**src/logic/irq_sys_pkg.sv**
```systemverilog
// Purpose: constants for the two-level interrupt system
// Assumes: 8-bit register port, one system clock
// Notes: offsets other than the touch enable register are local choices
package irq_sys_pkg;
    localparam int NSRC = 8;
    localparam int VEC_W = 16;
    localparam logic [7:0] OFF_MAIN_EN = 8'ha8;
    localparam logic [7:0] OFF_EXT_EN1 = 8'he6;
    localparam logic [7:0] OFF_TOUCH_EN = 8'he7;
    localparam logic [7:0] OFF_PRIO = 8'hb8;
    localparam logic [7:0] OFF_PEND = 8'hc0;
    localparam logic [7:0] OFF_AUTOCLR = 8'hc1;
    localparam logic [7:0] OFF_STAT = 8'hc2;
    localparam logic [7:0] OFF_IMASK = 8'hc3;
    localparam int GLOBAL_EN_BIT = 7;
    localparam int TOUCH_CMP_BIT = 1;
    localparam int TOUCH_DONE_BIT = 0;
    localparam int TOUCH_CMP_SRC = 6;
    localparam int TOUCH_DONE_SRC = 7;
    localparam logic [7:0] TOUCH_EN_MASK = 8'h03;
    localparam logic [7:0] MAIN_EN_RST = 8'h00;
    localparam logic [7:0] EXT_EN1_RST = 8'h00;
    localparam logic [7:0] TOUCH_EN_RST = 8'h00;
    localparam logic [7:0] PRIO_RST = 8'h00;
    localparam logic [7:0] AUTOCLR_RST = 8'h00;
    localparam logic [7:0] IMASK_RST = 8'h00;
    localparam logic [VEC_W-1:0] VEC_BASE = 16'h0003;
    localparam logic [VEC_W-1:0] VEC_STEP = 16'h0008;
    localparam logic [7:0] SYNC_INIT = 8'h00;
    localparam logic [7:0] RST_ZERO = 8'h00;
endpackage

```
**src/logic/irq_sys.sv**
```systemverilog
// Purpose: pending flags, enables and two-level arbitration toward the core
// Assumes: sources 0..5 are enabled by main register bits 0..5, 6..7 by the touch register
// Notes: core handshake is inst_done/take/ret; one vector per source
//
// Decided for this implementation: the strobed register port.
`timescale 1ns/1ps

// Summary of operation
// RULE_01: several sources are arbitrated at two priority levels.
// RULE_02: a source condition sets its pending flag to one.
// RULE_03: flags set whatever the enable state of the source.
// RULE_04: an enabled source with a set flag raises a request to the core.
// RULE_05: core finishes its instruction then calls the fixed vector of the source.
// RULE_06: interrupt return resumes the interrupted program flow.
// RULE_07: a disabled source's flag never produces a request.
// RULE_08: every source has its own enable bit.
// RULE_09: source enables only count while global enable bit 7 is one.
// RULE_10: global enable zero blocks every source.
// RULE_11: chosen flags clear on vectoring; the rest wait for software.
// RULE_12: a flag still set after return requests again at once.
// RULE_13: touch enable bit 1 gates the touch compare flag.
// RULE_14: touch enable bit 0 gates the touch done flag.
// RULE_15: touch enable bits 7:2 read zero and ignore writes.
// RULE_16: high priority served first and preempts low, never the reverse.
module irq_sys (
    input wire logic clk_sys,
    input wire logic rst_n,
    input wire logic [7:0] reg_addr,
    input wire logic [7:0] reg_wdata,
    input wire logic reg_wr,
    input wire logic reg_rd,
    output logic [7:0] reg_rdata,
    input wire logic [5:0] periph_event,
    input wire logic [1:0] ext_pin,
    input wire logic inst_done,
    input wire logic ret_done,
    output logic core_req,
    output logic core_take,
    output logic [15:0] vector_addr,
    output logic [2:0] active_src,
    output logic irq_out
);
    localparam int N = irq_sys_pkg::NSRC;

    // ******************************
    // pin synchronisers
    // ******************************
    logic [1:0] pin_s1_r, pin_s2_r, pin_s3_r;
    // two flip-flops settle the pin, the third lets us see a change once both agree
    always_ff @(posedge clk_sys) begin
        if (!rst_n) begin
            pin_s1_r <= 2'h0;
            pin_s2_r <= 2'h0;
            pin_s3_r <= 2'h0;
        end else begin
            pin_s1_r <= ext_pin;
            pin_s2_r <= pin_s1_r;
            pin_s3_r <= pin_s2_r;
        end
    end
    logic [1:0] pin_prev_r;
    always_ff @(posedge clk_sys) begin
        if (!rst_n) begin
            pin_prev_r <= 2'h0;
        end else if (pin_s2_r == pin_s3_r) begin
            pin_prev_r <= pin_s3_r;
        end
    end
    // rising edge of a settled pin
    logic [1:0] pin_rise;
    assign pin_rise = (pin_s2_r & pin_s3_r) & ~pin_prev_r;

    // ******************************
    // registers
    // ******************************
    logic [7:0] main_en_r, ext_en1_r, touch_en_r, prio_r, autoclr_r, imask_r;
    logic [N-1:0] pend_r, stat_r;
    logic [N-1:0] cond, src_en, en_req, hw_clr, stat_set;
    logic global_en;
    assign cond = {periph_event[5:4], pin_rise, periph_event[3:0]};
    assign global_en = main_en_r[irq_sys_pkg::GLOBAL_EN_BIT];

    // plain enable, priority, auto-clear and mask registers
    always_ff @(posedge clk_sys) begin
        if (!rst_n) begin
            main_en_r <= irq_sys_pkg::MAIN_EN_RST;
            ext_en1_r <= irq_sys_pkg::EXT_EN1_RST;
            touch_en_r <= irq_sys_pkg::TOUCH_EN_RST;
            prio_r <= irq_sys_pkg::PRIO_RST;
            autoclr_r <= irq_sys_pkg::AUTOCLR_RST;
            imask_r <= irq_sys_pkg::IMASK_RST;
        end else if (reg_wr) begin
            case (reg_addr)
                irq_sys_pkg::OFF_MAIN_EN: main_en_r <= reg_wdata;
                irq_sys_pkg::OFF_EXT_EN1: ext_en1_r <= reg_wdata;
                irq_sys_pkg::OFF_TOUCH_EN: touch_en_r <= reg_wdata & irq_sys_pkg::TOUCH_EN_MASK; // see RULE_15
                irq_sys_pkg::OFF_PRIO: prio_r <= reg_wdata;
                irq_sys_pkg::OFF_AUTOCLR: autoclr_r <= reg_wdata;
                irq_sys_pkg::OFF_IMASK: imask_r <= reg_wdata;
                default: ;
            endcase
        end
    end

    // per-source enable and flag logic
    genvar g;
    generate
        for (g = 0; g < N; g++) begin : g_src
            if (g == irq_sys_pkg::TOUCH_CMP_SRC) begin : g_cmp
                assign src_en[g] = touch_en_r[irq_sys_pkg::TOUCH_CMP_BIT]; // see RULE_13
            end else if (g == irq_sys_pkg::TOUCH_DONE_SRC) begin : g_done
                assign src_en[g] = touch_en_r[irq_sys_pkg::TOUCH_DONE_BIT]; // see RULE_14
            end else begin : g_main
                assign src_en[g] = main_en_r[g]; // see RULE_08
            end
            // global gate ahead of every individual enable
            assign en_req[g] = global_en & src_en[g] & pend_r[g]; // see RULE_07, RULE_09, RULE_10
            // flag set wins over both software and hardware clear
            always_ff @(posedge clk_sys) begin
                if (!rst_n) begin
                    pend_r[g] <= 1'b0;
                end else if (cond[g]) begin
                    pend_r[g] <= 1'b1; // see RULE_02, RULE_03
                end else if (hw_clr[g]) begin
                    pend_r[g] <= 1'b0; // see RULE_11
                end else if (reg_wr && reg_addr == irq_sys_pkg::OFF_PEND && !reg_wdata[g]) begin
                    pend_r[g] <= 1'b0;
                end
            end
        end
    endgenerate

    // ******************************
    // arbitration and core handshake
    // ******************************
    typedef enum logic [2:0] {
        ST_IDLE = 3'b001,
        ST_LOW = 3'b010,
        ST_HIGH = 3'b100
    } lvl_t;
    lvl_t lvl_r, lvl_nxt;
    // set while a low routine sits preempted under a high one
    logic lvl_low_r;
    logic [2:0] low_src_r, pick_src;
    logic [N-1:0] hi_req, lo_req;
    logic pick_valid, pick_hi;
    assign hi_req = en_req & prio_r;
    assign lo_req = en_req & ~prio_r;

    // lowest numbered source wins inside a level
    always_comb begin
        pick_src = 3'h0;
        pick_hi = |hi_req;
        for (int i = N - 1; i >= 0; i--) begin
            if (pick_hi ? hi_req[i] : lo_req[i]) begin
                pick_src = 3'(i);
            end
        end
    end

    // a request may only enter a level above the one in service
    always_comb begin
        case (lvl_r)
            ST_IDLE: pick_valid = |en_req; // see RULE_01, RULE_04
            ST_LOW: pick_valid = pick_hi; // see RULE_16
            ST_HIGH: pick_valid = 1'b0;
            default: pick_valid = 1'b0;
        endcase
    end
    assign core_req = pick_valid;
    // vectoring waits for the current instruction to end
    assign core_take = pick_valid & inst_done; // see RULE_05
    assign hw_clr = core_take ? (autoclr_r & (8'h01 << pick_src)) : irq_sys_pkg::RST_ZERO;

    always_comb begin
        lvl_nxt = lvl_r;
        case (lvl_r)
            ST_IDLE: if (core_take) lvl_nxt = pick_hi ? ST_HIGH : ST_LOW;
            ST_LOW: if (core_take) lvl_nxt = ST_HIGH;
                else if (ret_done) lvl_nxt = ST_IDLE;
            ST_HIGH: if (ret_done) lvl_nxt = lvl_low_r ? ST_LOW : ST_IDLE;
            default: lvl_nxt = ST_IDLE;
        endcase
    end
    // remembers a preempted low routine so return goes back to it
    always_ff @(posedge clk_sys) begin
        if (!rst_n) begin
            lvl_low_r <= 1'b0;
            low_src_r <= 3'h0;
        end else if (lvl_r == ST_LOW && core_take) begin
            lvl_low_r <= 1'b1; // see RULE_06
            low_src_r <= active_src;
        end else if (lvl_r == ST_HIGH && ret_done) begin
            lvl_low_r <= 1'b0;
        end
    end
    always_ff @(posedge clk_sys) begin
        if (!rst_n) begin
            lvl_r <= ST_IDLE;
        end else begin
            lvl_r <= lvl_nxt; // see RULE_12
        end
    end
    // vector and active source latched at call time
    always_ff @(posedge clk_sys) begin
        if (!rst_n) begin
            vector_addr <= 16'h0000;
            active_src <= 3'h0;
        end else if (core_take) begin
            vector_addr <= irq_sys_pkg::VEC_BASE + 16'(irq_sys_pkg::VEC_STEP * pick_src); // see RULE_05
            active_src <= pick_src;
        end else if (lvl_r == ST_HIGH && ret_done && lvl_low_r) begin
            active_src <= low_src_r;
        end
    end

    // ******************************
    // event status and interrupt line
    // ******************************
    assign stat_set = cond;
    logic [N-1:0] stat_nxt;
    // set beats write-one-to-clear in the same cycle
    assign stat_nxt = stat_set | (stat_r & ~((reg_wr && reg_addr == irq_sys_pkg::OFF_STAT) ? reg_wdata : 8'h00));
    always_ff @(posedge clk_sys) begin
        if (!rst_n) begin
            stat_r <= irq_sys_pkg::RST_ZERO;
        end else begin
            stat_r <= stat_nxt;
        end
    end
    // built from the next status so the line drops with the clearing write, not a cycle later
    always_ff @(posedge clk_sys) begin
        if (!rst_n) begin
            irq_out <= 1'b0;
        end else begin
            irq_out <= |(stat_nxt & imask_r);
        end
    end

    // ******************************
    // read port
    // ******************************
    always_ff @(posedge clk_sys) begin
        if (!rst_n) begin
            reg_rdata <= 8'h00;
        end else if (reg_rd) begin
            case (reg_addr)
                irq_sys_pkg::OFF_MAIN_EN: reg_rdata <= main_en_r;
                irq_sys_pkg::OFF_EXT_EN1: reg_rdata <= ext_en1_r;
                irq_sys_pkg::OFF_TOUCH_EN: reg_rdata <= touch_en_r; // see RULE_15
                irq_sys_pkg::OFF_PRIO: reg_rdata <= prio_r;
                irq_sys_pkg::OFF_PEND: reg_rdata <= pend_r;
                irq_sys_pkg::OFF_AUTOCLR: reg_rdata <= autoclr_r;
                irq_sys_pkg::OFF_STAT: reg_rdata <= stat_r;
                irq_sys_pkg::OFF_IMASK: reg_rdata <= imask_r;
                default: reg_rdata <= 8'h00;
            endcase
        end else begin
            reg_rdata <= 8'h00;
        end
    end
endmodule // irq_sys

```
**config.mk**
```make
export PLATFORM = sky130hd
export DESIGN_NAME = irq_sys
export DESIGN_NICKNAME = d
export VERILOG_FILES = /design/src/logic/irq_sys_pkg.sv /design/src/logic/irq_sys.sv
export SDC_FILE = /design/constraint.sdc
export NUM_CORES = 1
export LEC_CHECK = 0
export ABC_AREA = 1
export BUFFER_PORTS_ARGS = -buffer_cell sky130_fd_sc_hd__clkbuf_2
export CELL_PAD_IN_SITES_DETAIL_PLACEMENT = 0
export CELL_PAD_IN_SITES_GLOBAL_PLACEMENT = 1
export CORE_ASPECT_RATIO = 1.5
export CORE_MARGIN = 1.5
export CORE_UTILIZATION = 42
export CTS_CLUSTER_DIAMETER = 60
export CTS_CLUSTER_SIZE = 20
export DETAILED_ROUTE_END_ITERATION = 10
export GPL_TIMING_DRIVEN = 0
export PLACE_DENSITY = 0.77
export SETUP_SLACK_MARGIN = 0.3
export SLEW_MARGIN = 5
export SYNTH_ARGS = -nofsm -noshare
export SYNTH_HDL_FRONTEND = slang
export SYNTH_SLANG_ARGS = --single-unit
```
**constraint.sdc**
```tcl
create_clock -name clk_sys -period 2.2 [get_ports clk_sys]
set_input_delay 0.11 -clock clk_sys [delete_from_list [all_inputs] [get_ports clk_sys]]
set_output_delay 0.11 -clock clk_sys [all_outputs]
set_load 0.02 [all_outputs]
```
## Word level (Yosys, flattened, before mapping)

Index checks and enable logic that the tools add are counted.

- Bits in registers: 101
- Bits of input ports: 30
- Output and inout bits: 30
- Logic and storage cells: 168

- Add/sub/neg operators: 1
- Eq/ne operators: 15
- Shifts and indexed selects: 1
- Mux-type cells: 55
- Bitwise operators: 28
- Reductions and logical operators: 42

Operator list:

| cell | count |
|---|---|
| 8-bit equality test, second input constant | 8 |
| 8-bit case mux with 8 select lines | 1 |
| 3-bit two-way mux | 15 |
| 8-bit bitwise AND | 5 |
| 1-bit two-way mux | 34 |
| 3-bit nonzero test | 8 |
| 8-bit OR reduction | 3 |
| 1-bit bitwise AND | 17 |
| 8-bit two-way mux | 2 |
| 8-bit inverter | 2 |
| 2-bit AND reduction | 7 |
| 1-bit logical AND | 13 |
| 3-bit case mux with 3 select lines | 1 |
| 1-bit logical NOT | 8 |
| 8-bit OR | 1 |
| 1-bit by 3-bit left shift with 8-bit output, first input constant | 1 |
| 2-bit by 6-bit adder with 7-bit output, first input constant | 1 |
| 2-bit bitwise AND | 2 |
| 2-bit != test, second input constant | 2 |
| 2-bit nonzero test | 2 |
| 3-bit by 1-bit equality test with 1-bit output, second input constant | 1 |
| 3-bit by 2-bit equality test with 1-bit output, second input constant | 1 |
| 3-bit equality test, second input constant | 1 |
| 3-bit != test, second input constant | 1 |
| 5 further kinds | 5 |

## Longest topological paths before layout

Gate-level depths: netlist of the first run.

- Depth after elaboration: 18
- Depth in mapped cells: 19
- Mapped depth without buffers: 18

## Worst setup path before layout of the first run

No wires, ideal clock.

- Kind: reg2reg
- Start: reg main_en_r[7]
- End: reg pend_r[1]
- Setup time: 134 ps
- Arrival time: 1733 ps
- Data required time: 2066 ps
- Path slack: 334 ps
- Cell stages (with the launch flop): 17
- Buffers on the path: 3
- Clock period less this slack: 1866 ps
- Cells stage by stage: dfxtp_1 -> buf_6 -> buf_8 -> nand4_4 -> nand2_4 -> nor2_8 -> nand2_8 -> nand2_2 -> nand2_2 -> nand2_4 -> inv_2 -> buf_6 -> nand2_1 -> nor2_1 -> nand4_1 -> nand2_1 -> a21oi_2

- Elaborated cells on any way between the ends: 44
- Those cells by class: shift (1); mux (20); bitwise (20); reduce/logical (3)

RTL lines:

| item | line | RTL |
|---|---|---|
| from (decl) | irq_sys.sv:76 | `logic [7:0] main_en_r, ext_en1_r, touch_en_r, prio_r, autoclr_r, imask_r;` |
| from (signal assigned) | irq_sys.sv:86 | `main_en_r <= irq_sys_pkg::MAIN_EN_RST;` |
| from (signal assigned) | irq_sys.sv:94 | `irq_sys_pkg::OFF_MAIN_EN: main_en_r <= reg_wdata;` |
| 1-bit bitwise AND (2 in a row) | irq_sys.sv:117 | `assign en_req[g] = global_en & src_en[g] & pend_r[g];` |
| 8-bit bitwise AND | irq_sys.sv:147 | `assign hi_req = en_req & prio_r;` |
| 8-bit OR reduction | irq_sys.sv:153 | `pick_hi = \|hi_req;` |
| 1-bit case mux with 2 select lines (*) | irq_sys.sv:163 | `case (lvl_r)` |
| net core_req | irq_sys.sv:37 | `output logic core_req,` |
| 1-bit bitwise AND (*) | irq_sys.sv:172 | `assign core_take = pick_valid & inst_done;` |
| net core_take | irq_sys.sv:38 | `output logic core_take,` |
| 8-bit two-way mux (*) | irq_sys.sv:173 | `assign hw_clr = core_take ? (autoclr_r & (8'h01 << pick_src)) : irq_sys_pkg::RST_ZERO;` |
| 1-bit two-way mux | irq_sys.sv:124 | `end else if (hw_clr[g]) begin` |
| 1-bit two-way mux | irq_sys.sv:122 | `end else if (cond[g]) begin` |
| to (signal, indexed assignment) | irq_sys.sv:121 | `pend_r[g] <= 1'b0;` |
| to (signal, indexed assignment) | irq_sys.sv:123 | `pend_r[g] <= 1'b1;` |
| to (signal, indexed assignment) | irq_sys.sv:125 | `pend_r[g] <= 1'b0;` |
| to (decl) | irq_sys.sv:77 | `logic [N-1:0] pend_r, stat_r;` |

The timed path passes the listed nets; every way through them passes the cells marked *.
A chain may end at the register's enable or synchronous reset.

## Worst setup path in the final report of the first run

- Start: reg main_en_r[7]
- End: reg active_src[2]

- Cells in the longest elaborated chain, start to end: 14
- Elaborated cells on any way between the ends: 40
- Those cells by class: mux (18); bitwise (19); reduce/logical (3)

RTL lines:

| item | line | RTL |
|---|---|---|
| 1-bit bitwise AND (2 in a row) | irq_sys.sv:117 |  |
| 8-bit bitwise AND | irq_sys.sv:147 |  |
| 8-bit OR reduction | irq_sys.sv:153 |  |
| 1-bit two-way mux | irq_sys.sv:155 | `if (pick_hi ? hi_req[i] : lo_req[i]) begin` |
| 3-bit two-way mux (8 in a row) | irq_sys.sv:155 |  |
| 3-bit two-way mux | irq_sys.sv:209 | `end else if (core_take) begin` |
| to (signal assigned) | irq_sys.sv:211 | `active_src <= pick_src;` |
| to (signal assigned) | irq_sys.sv:213 | `active_src <= low_src_r;` |
| to (decl) | irq_sys.sv:40 | `output logic [2:0] active_src,` |

Several ways; a longest one is shown, not always the timed one.

==> results of run 1 <==
==> synthesized netlist by cell type (2+ instances only) <==
library cell	number	area share
nand2_4	2	0.0050
buf_6	3	0.0075
a221oi_1	3	0.0059
a21oi_2	6	0.012
nor3_1	3	0.0033
o22ai_1	7	0.0098
a211oi_1	8	0.013
or2_1	2	0.0028
inv_1	92	0.077
clkbuf_1	12	0.010
inv_2	8	0.0067
buf_4	13	0.022
nand2_1	88	0.074
a21oi_1	71	0.079
buf_2	2	0.0022
nor2_8	2	0.0089
nor3_4	2	0.0072
nand3_1	40	0.045
o21ai_0	38	0.042
a41oi_1	2	0.0039
nand4_1	12	0.017
nor3_2	2	0.0045
o21ai_1	16	0.018
nor2_4	4	0.010
nand3_2	4	0.0089
nand2_2	17	0.024
ha_1	2	0.0056
nor2_1	32	0.027
nand3b_1	3	0.0050
dfxtp_1	89	0.40
a31oi_1	10	0.014
==> worst max-delay path, cell delays in order (launching register included) <==
cell and delay [ps]:
dfxtp_2 340, buf_6 130, bufbuf_16 260, nand3_2 60
nand4_1 110, o21ai_2 180, nand2_4 80, nand2_4 80
inv_4 50, buf_8 120, buf_6 110, nor2_4 150
a21oi_2 50, a21oi_2 100, nor2_1 40
==> layout make-up <==
type	count	area [um2]	area share
clock buffer	11	233	0.0419
timing repair buffer	63	409	0.0737
sequential	89	1780	0.321
multi-input combinational	395	2310	0.416
inverter	101	382	0.0687
buffer	32	210	0.0379
tap	144	180	0.0325
clock inverter	5	41.3	0.00744
==> layout by cell type, fill, tap and decap left out, types with 3 or more instances in the layout <==
cell	n
inv_1	90
dfxtp_1	87
nand2_1	79
a21oi_1	67
clkbuf_2	46
o21ai_0	37
nand3_1	34
nor2_1	31
buf_4	24
nand2_2	19
o21ai_1	16
clkbuf_1	14
nand4_1	12
conb_1	11
a21oi_2	10
a31oi_1	10
inv_2	9
clkbuf_16	9
nand2_4	8
nand3_2	8
a211oi_1	8
o22ai_1	7
buf_6	5
nor2_4	4
buf_8	3
nor3_4	3
nor3_2	3
nand3b_1	3
a221oi_1	3
==> repair_timing <==
| action | 4_1_cts | 5_1_grt |
|---|---|---|
| setup buffers | 11 | 2 |
| hold endpoints to repair | 2 | 0 |
| hold buffers | 2 | 0 |
| gates cloned | 2 | 0 |
| pin swaps | 11 | 10 |
| setup endpoints to repair | 19 | 21 |
| gates resized for setup | 23 | 25 |
==> flip-flops by register name, indices dropped and copies added, names as in the netlist, 3 cells and up <==
name / cells
reg_rdata: 8
main_en_r: 8
lvl_r: 3
active_src: 3
pend_r: 8
ext_en1_r: 8
autoclr_r: 8
imask_r: 8
low_src_r: 3
prio_r: 8
stat_r: 8
vector_addr: 4
==> stage by stage <==
stage / utilization / cells / power [mW] / area, um2
6_report: 0.530 / 840 / 3.47 / 5550
4_1_cts: 0.519 / 838 / 3.45 / 5440
2_1_floorplan: - / 617 / 1.90 / 4530
3_5_place_dp: 0.471 / 807 / 2.01 / 4940
5_1_grt: 0.530 / 840 / 3.59 / 5550
3_3_place_gp: 0.471 / 807 / 2.00 / 4940
==> how the worst max path moves through the flow <==
stage,startpoint,to,slack (ps),cells past startpoint
floorplan,main_en_r[7],pend_r[1],330,16
global placement,pend_r[3],pend_r[7],110,13
detailed placement,main_en_r[7],pend_r[7],100,14
CTS,main_en_r[7],core_take,180,12
global route,main_en_r[7],pend_r[7],60,16
finish,main_en_r[7],active_src[2],180,14
==> kinds of logic (layout without fill, tap and decap cells) <==
group	after synthesis	in the layout	synth area share
compound gates	166	166	0.211
fa+ha+maj	2	2	0.00557
buf+inv	133	212	0.130
flops	89	89	0.397
other cells	1	11	0.000836
simple gates	216	216	0.255
==> per-layer routing <==
metal / track usage / up-vias / wire length, um
met5: 0 / - / 0
met1: 0.303 / 2071 / 5730
met3: 0.0325 / 29 / 599
met4: 0.116 / 0 / 523
met2: 0.461 / 150 / 7410
li1: - / 2158 / -
==> where the power goes <==
part	internal [mW]	total, mW	switching, mW
clock	0.775	1.45	0.672
combinational	0.119	0.334	0.215
sequential	1.65	1.69	0.0393
total	2.54	3.47	0.926
==> flow_summary_export.csv, run 1 <==
group,metric,value,unit
grt,grtUsageTotal,0.258,
critical_path,crit_fanout,5,
timing,max_slew.worst_pin.slew,802,ps
critical_path,worstPathRequired,2400,ps
power,powerDensity,625,mW/mm2
clock_tree,h-tree-depth,3,
grt,first_global_vias,4019,
timing,fin_crit_sh,0.919,
clock_tree,cts.clk_slew.worst_paths,70,ps
synth,async_reset_ff_frac,0,
clock_tree,cts_buffers,9,
worst_hold_path,min_to,"pend_r[7]",
power,p_leak,2.34,nW
grt,grt_overflow,0,
synth,synth-main-ff-cell,"dfxtp_1",
final_layout,area_growth_syn_to_layout,23.7,%
final_layout,final_nets,723,
synth,ys_seq_elements,89,
synth,syn_inst,607,
routing,routed_wl,14300,um
clock_tree,cts.path.max_buffers,2,
floorplanning,die_area,0.0113,mm2
floorplanning,io_pins,60,
synth,synth-edff-count,0,
final_layout,drive_gt1_frac,0.251,
worst_hold_path,hold_depth,3,
floorplanning,die_h,130,um
routing,drt_iter0_markers,287,
worst_hold_path,hp-class,"input port to flip-flop",
timing,maxSlewViolCount,0,
critical_path,critPathKind,"flip-flop to flip-flop",
grt,antenna_found_initial,0,
critical_path,ff2ff_path_depth,14,
timing,finalSetupViolCount,0,
timing,clock_skew,5.33,ps
synth,netlist_area,0.00449,mm2
critical_path,arrival,2230,ps
routing,via_count,4408,
power,ir_drop,0.487,mV
grt,grt_start_max_net_pins,16,
synth,yosysSeqAreaShare,0.397,
clock_tree,clock-sinks,89,
placed_design,dpl.hpwl,10600,um
clock_tree,clockRootBuffer,"clkbuf_16",
floorplanning,die_x,87.4,um
timing,slew_headroom,0.465,
routing,via_per_inst,5.25,
floorplanning,coreArea,0.0105,mm2
worst_hold_path,hp-start,"periph_event[5]",
placed_design,dpl_worst_slack,96.1,ps
critical_path,r2r-end,"active_src[2]",
synth,ys_warn_count,0,
routing,drc,0,
job,cap_violations,0,
clock_tree,insertion_delay,340,ps
floorplanning,initial_core_util,0.428,
grt,grt_pass1_wl,21600,um
placed_design,gp_congestion,0.886,
routing,drtPass1Iterations,5,
critical_path,critPathCaptureType,"flip-flop",
critical_path,rrSetupSlack,180,ps
routing,ant_nets,0,
status,outcome,"finished clean",
final_layout,antenna_cells,0,
timing,finalHoldViolations,0,
critical_path,worstReg2RegStart,"main_en_r[7]",
timing,finalHoldWorstSlack,54.3,ps
timing,worst_slack,177,ps
placed_design,port_buffers,46,
routing,wl_per_cell,17.0,um
synth,syn_area_per_cell,7.39,um2
floorplanning,fp-row-count,46,
timing,finalSetupTns,0,ps
synth,ys_types,43,
critical_path,startpoint_type,"flip-flop",
timing,rsz0062_at_grt,"true",
final_layout,fillers,1072,
timing,fmax,494,MHz
clock_tree,cts_tree,"yes",
timing,period_minus_slack,2020,ps
(Power assumes the default switching activity.)
==> inputs of run 2 (changes only) <==
--- a/config.mk
+++ b/config.mk
@@ -7,3 +7,2 @@
 export LEC_CHECK = 0
-export ABC_AREA = 1
 export BUFFER_PORTS_ARGS = -buffer_cell sky130_fd_sc_hd__clkbuf_2
@@ -13,3 +12,3 @@
 export CORE_MARGIN = 1.5
-export CORE_UTILIZATION = 42
+export CORE_UTILIZATION = 44
 export CTS_CLUSTER_DIAMETER = 60
--- a/constraint.sdc
+++ b/constraint.sdc
@@ -3,2 +3,2 @@
 set_output_delay 0.11 -clock clk_sys [all_outputs]
-set_load 0.02 [all_outputs]
+set_load 0.1 [all_outputs]
==> run 2 against run 1 <==
Against the previous run: cell count shrank 19%; worst setup slack lost 170 ps; cell area grew 0.14%; register-to-register slack lost 160 ps; hold slack gained 8.4 ps; fmax shrank 7.5%; non-clock buffer count grew 7; utilization grew 4.4 points; clock power grew 3%; largest cell class unchanged; highest routed layer unchanged.
==> flow_summary_export.csv, run 2 <==
group,metric,value,unit
status,outcome,"finished clean",
critical_path,arrival,2080,ps
synth,yosysTopAreaCell,"dfxtp_1",
timing,finalSetupTns,0,ps
critical_path,crit_slowest_cell,"dfxtp_2",
synth,synth_commonest_cells,"dfxtp_1 (89), nor2_1 (70), mux2i_1 (54)",
floorplanning,io_pins,60,
final_layout,final_cell_mix,"dfxtp_1 (78), nor2_1 (67), mux2i_1 (54)",
final_layout,final_nets,594,
synth,netlist_area,0.00441,mm2
timing,fmax,457,MHz
clock_tree,cts_buffers,9,
critical_path,crit_fanout,7,
power,powerDensity,618,mW/mm2
routing,routed_wl,13000,um
timing,max_slew.worst_pin.slew,931,ps
grt,first_global_vias,3729,
grt,grt_pass1_wl,20200,um
grt,top_usage_layer,"met2",
grt,antenna_found_initial,0,
grt,grtUsageTotal,0.250,
clock_tree,cts.clk_slew.worst_paths,70,ps
synth,syn_area_per_cell,9.31,um2
timing,fin_crit_sh,0.995,
grt,grtUsageMet1,0.292,
timing,rsz0062_at_grt,"true",
clock_tree,cts.path.max_buffers,2,
critical_path,startpoint_type,"flip-flop",
routing,via_count,3851,
floorplanning,coreArea,0.00969,mm2
floorplanning,fp-row-count,44,
final_layout,multiInputGateArea,0.00262,mm2
routing,drtPass1Iterations,6,
synth,synth_top_cell_area_share,0.404,
placed_design,gp_congestion,0.889,
critical_path,crit_chain,"buf_6, and3_2, a22oi_4, and4_4, buf_8, o22ai_4, nand2_4, inv_12, clkbuf_16",
synth,yosysSeqAreaShare,0.404,
clock_tree,insertion_delay,350,ps
synth,syn_inst,473,
floorplanning,initial_core_util,0.455,
grt,grt.met2_usage,0.434,
routing,wl_per_cell,19.1,um
routing,ant_nets,0,
final_layout,layout_commonest_cell,"dfxtp_1",
timing,finalSetupViolCount,0,
clock_tree,clockRootBuffer,"clkbuf_16",
synth,synth-edff-count,0,
clock_tree,h-tree-depth,3,
final_layout,fillers,910,
grt,use_met3,0.0370,
placed_design,dp.cells,643,
final_layout,area_growth_syn_to_layout,26.2,%
critical_path,critPathCaptureType,"primary output",
final_layout,final_cells,682,
critical_path,cpPeakStageDelay,340,ps
clock_tree,clock-sinks,89,
synth,ys_types,78,
placed_design,dpl.hpwl,9390,um
timing,clock_skew,7.67,ps
critical_path,worstPathRequired,2090,ps
grt,grt_overflow,0,
synth,synthTopCellsByArea,"dfxtp_1 (40%), mux2i_1 (12%), nor2_1 (6.0%)",
clock_tree,cts_tree,"yes",
floorplanning,die_h,126,um
timing,period_minus_slack,2190,ps
final_layout,regArea,0.00180,mm2
routing,drt_iter0_markers,194,
placed_design,port_buffers,45,
worst_hold_path,hp-class,"input port to flip-flop",
critical_path,path_delay_family,"simple AND/OR/NAND/NOR gates",
critical_path,crit_buf_inv,4,
power,ir_drop,0.448,mV
floorplanning,die_x,84.7,um
critical_path,critPathKind,"flip-flop to primary output",
final_layout,antenna_cells,0,
timing,finalHoldViolations,0,
floorplanning,die_area,0.0106,mm2
synth,synth_most_common_cell,"dfxtp_1",
timing,finalHoldWorstSlack,62.7,ps
synth,ys_warn_count,0,
synth,ys_seq_elements,89,
routing,via_per_inst,5.65,
routing,drc,0,
timing,slew_headroom,0.375,
power,p_leak,2.35,nW
synth,synth-main-ff-cell,"dfxtp_1",
grt,grt_start_max_net_pins,17,
job,cap_violations,0,
timing,maxSlewViolCount,0,
final_layout,drive_gt1_frac,0.310,
synth,async_reset_ff_frac,0,
-- run 2: cell count changes in the layout (fill, tap and decap cells not counted), sizes merged, moves of 8 or more --
cell | before | now
and2 | 0 | 16
a21oi | 78 | 21
mux2 | 0 | 8
nand2 | 108 | 37
nand3 | 44 | 7
o21a | 0 | 8
inv | 101 | 11
mux2i | 0 | 54
o21ai | 54 | 16
nand4 | 13 | 4
a211oi | 8 | 0
nor2 | 38 | 72
and3 | 0 | 8
-- run 2: worst paths after layout --
| check | start | to | slack (ps) | depth (start not counted) |
|---|---|---|---|---|
| worst min register to register | pin_s1_r[0] | pin_s2_r[0] | 440 | 1 |
| worst min-delay path | rst_n | pend_r[5] | 60 | 3 |
| worst max register to register | main_en_r[7] | pend_r[7] | 20 | 9 |
| worst max-delay path | main_en_r[7] | core_take | 10 | 9 |
-- run 2: repair_timing --
| item | 4_1_cts | 5_1_grt |
|---|---|---|
| buffers inserted | 9 | 11 |
| endpoints found under the hold margin | 2 | 0 |
| setup endpoints to repair | 26 | 31 |
| cloned | 1 | 0 |
| pin swaps | 8 | 10 |
| gates resized for setup | 41 | 17 |
| hold buffers | 2 | 0 |
-- run 2: cell type report --
class	instances	area share
multi-input combinational	352	0.472
sequential	89	0.323
timing repair buffer	68	0.0824
clock buffer	10	0.0430
buffer	34	0.0371
tap	115	0.0259
clock inverter	6	0.00900
inverter	8	0.00765
-- run 2: kinds of logic after synthesis --
logic type | Yosys count | synth area share
fa+ha+maj | 2 | 0.00568
mux | 63 | 0.148
compound gates | 106 | 0.188
other cells | 1 | 0.000851
xor+xnor | 1 | 0.00199
buf+inv | 42 | 0.0520
simple gates | 169 | 0.199
flops | 89 | 0.404
-- run 2: per-stage QoR --
step           cell area (um2)  setup WS (ps)  total power [mW]   util
2_1_floorplan             4500           -167              1.87      -
3_3_place_gp              4870           -201              1.96  0.502
3_5_place_dp              4870           -202              1.96  0.502
4_1_cts                   5410           29.1              3.45  0.558
5_1_grt                   5560          -60.1              3.54  0.574
6_report                  5560           12.1              3.44  0.574
-- run 2: report_power, final --
part	switching [mW]	internal, mW
Combinational	0.202	0.0790
Sequential	0.0211	1.63
Clock	0.688	0.812
-- run 2: worst min-delay path, stage by stage --
cell	delay [ps]
clkbuf_8	150
nand2_1	80
a41oi_2	30
-- run 2: per-layer routing --
metal,wire [um],part of all wire
met1,5290,0.41
met2,6680,0.51
met3,507,0.039
met4,520,0.040
met5,0,0
==> inputs of run 3 (changes only) <==
Settings changed: CTS_CLUSTER_SIZE 20 to unset, RECOVER_POWER set to 100.
==> run 3 against run 2 <==
Against the previous run: hold slack gained 3.6 ps; sequential share of layout area grew 0.52 points; clock power is essentially flat; flip-flop and latch count is the same; sequential power about the same; register-to-register slack hardly changed; total power shrank 0.20%; critical path type is now flip-flop to flip-flop; largest cell class unchanged; largest power group unchanged; highest routed layer unchanged.
==> flow_summary_export.csv, run 3 (synthesis results as in run 2) <==
group,metric,value,unit
status,outcome,"finished clean",
floorplanning,io_pins,60,
floorplanning,coreArea,0.00969,mm2
power,swShare,0.264,
worst_hold_path,hold_depth,3,
placed_design,gp_congestion,0.889,
critical_path,crit_path_start,"main_en_r[7]",
routing,drc,0,
timing,fmax,458,MHz
critical_path,crit_chain,"buf_6, and3_4, a21oi_4, and4_4, buf_8, o221a_1, o2111a_2, or2_4, a311oi_2",
routing,via_per_inst,5.64,
timing,slew_headroom,0.226,
critical_path,ff2ff_path_depth,9,
clock_tree,insertion_delay,350,ps
critical_path,startpoint_type,"flip-flop",
routing,ant_nets,0,
timing,finalHoldViolations,0,
floorplanning,fp-row-count,44,
placed_design,place_area,0.00487,mm2
power,seq_power_share,0.483,
critical_path,crit_fanout,7,
critical_path,crit_slowest_cell,"dfxtp_2",
final_layout,antenna_cells,0,
grt,grt_pass1_wl,20200,um
routing,wl_per_cell,19.1,um
final_layout,final_cell_mix,"dfxtp_1 (78), nor2_1 (68), mux2i_1 (54)",
timing,max_slew.worst_pin.slew,1170,ps
routing,drtPass1Iterations,5,
floorplanning,die_h,126,um
placed_design,port_buffers,45,
critical_path,rrSetupSlack,20,ps
final_layout,layout_commonest_cell,"dfxtp_1",
power,internal_power,2.52,mW
timing,clock_skew,7.10,ps
grt,antenna_found_initial,0,
placed_design,dpl.hpwl,9390,um
worst_hold_path,hp-class,"input port to flip-flop",
grt,grt_overflow,0,
clock_tree,cts.path.max_buffers,2,
power,ir_drop,0.447,mV
critical_path,path_delay_family,"compound AO/OA/AOI/OAI gates",
final_layout,drive_gt1_frac,0.257,
final_layout,final_nets,594,
grt,first_global_vias,3729,
clock_tree,cts_tree,"yes",
grt,grtUsageTotal,0.250,
job,cap_violations,0,
floorplanning,die_x,84.7,um
timing,period_minus_slack,2180,ps
power,powerDensity,627,mW/mm2
routing,drt_iter0_markers,195,
critical_path,critPathCaptureType,"flip-flop",
critical_path,critPathKind,"flip-flop to flip-flop",
clock_tree,clock-sinks,89,
clock_tree,cts_buffers,9,
critical_path,worstPathRequired,2470,ps
power,clkPwrFrac,0.436,
routing,routed_wl,13000,um
critical_path,arrival,2450,ps
critical_path,crit_buf_inv,2,
critical_path,r2r-end,"pend_r[7]",
power,power_frac_comb,0.081,
power,p_leak,2.25,nW
grt,grt_start_max_net_pins,17,
timing,fin_crit_sh,0.992,
floorplanning,initial_core_util,0.455,
timing,worst_slack,17.4,ps
critical_path,cp_num_cells,9,
timing,finalSetupViolCount,0,
placed_design,dpl_worst_slack,-202,ps
final_layout,final_area,0.00547,mm2
timing,maxSlewViolCount,0,
clock_tree,cts.clk_slew.worst_paths,70,ps
timing,rsz0062_at_grt,"true",
power,p_sw,906,uW
critical_path,cpPeakStageDelay,360,ps
final_layout,area_growth_syn_to_layout,24.2,%
critical_path,endpoint,"pend_r[7]",
routing,via_count,3845,
clock_tree,h-tree-depth,3,
critical_path,worstReg2RegStart,"main_en_r[7]",
floorplanning,die_area,0.0106,mm2
clock_tree,clockRootBuffer,"clkbuf_16",
-- run 3: cell count changes in the layout (fill, tap and decap cells not counted), moves of 2 or more --
cell,change
clkbuf_1,+25
clkbuf_2,-19
buf_4,-6
and2_0,+2
and2_1,-2
-- run 3: what timing repair did --
item,4_1_cts,5_1_grt
buffers inserted,9,11
gates resized for setup,41,17
gates cloned,1,0
endpoints found under the hold margin,2,0
endpoints found under the setup margin,26,31
hold buffers,2,0
pin swaps,8,10
-- run 3: cell type report --
class,count,area [um2]
fill,931,4220
multi-input combinational,352,2590
sequential,89,1800
timing repair buffer,68,408
clock buffer,10,239
buffer,34,203
tap,115,144
clock inverter,6,50.0
inverter,8,42.5
-- run 3: routing by layer --
metal | vias to the layer above | global-route usage | share of wire
met5 | - | 0 | 0
met3 | 28 | 0.0370 | 0.034
met1 | 1839 | 0.292 | 0.41
li1 | 1877 | - | -
met4 | 0 | 0.138 | 0.041
met2 | 101 | 0.434 | 0.51
-- run 3: worst reg2reg max path, cell delays in order, from the launching register on --
cell,delay (ps)
dfxtp_2,360
buf_6,130
and3_4,190
a21oi_4,80
and4_4,200
buf_8,130
o221a_1,250
o2111a_2,290
or2_4,280
a311oi_2,190
-- run 3: stage by stage --
stage | hold WS, ps | TNS [ps] | instances | utilization | total power [mW]
2_1_floorplan | 237 | -2020 | 483 | - | 1.87
3_3_place_gp | 318 | -2340 | 643 | 0.502 | 1.96
3_5_place_dp | 319 | -2270 | 643 | 0.502 | 1.96
4_1_cts | 40.3 | 0 | 671 | 0.558 | 3.45
5_1_grt | 66.2 | -273 | 682 | 0.565 | 3.54
6_report | 66.4 | 0 | 682 | 0.565 | 3.43
-- run 3: worst min-delay path by stage --
stage / start / endpoint / slack [ps]
5_1_grt: rst_n / pend_r[4] / 70
6_report: rst_n / pend_r[0] / 70
2_1_floorplan: ext_pin[0] / pin_s1_r[0] / 240
4_1_cts: rst_n / pend_r[4] / 40
3_5_place_dp: ext_pin[1] / pin_s1_r[1] / 320
3_3_place_gp: ext_pin[1] / pin_s1_r[1] / 320
-- run 3: power groups by stage --
stage / clock network [mW] / logic (mW) / registers [mW]
5_1_grt: 1.59 / 0.294 / 1.66
6_report: 1.50 / 0.278 / 1.66
3_5_place_dp: 0 / 0.275 / 1.69
3_3_place_gp: 0 / 0.272 / 1.69
2_1_floorplan: 0 / 0.192 / 1.68
4_1_cts: 1.52 / 0.279 / 1.65
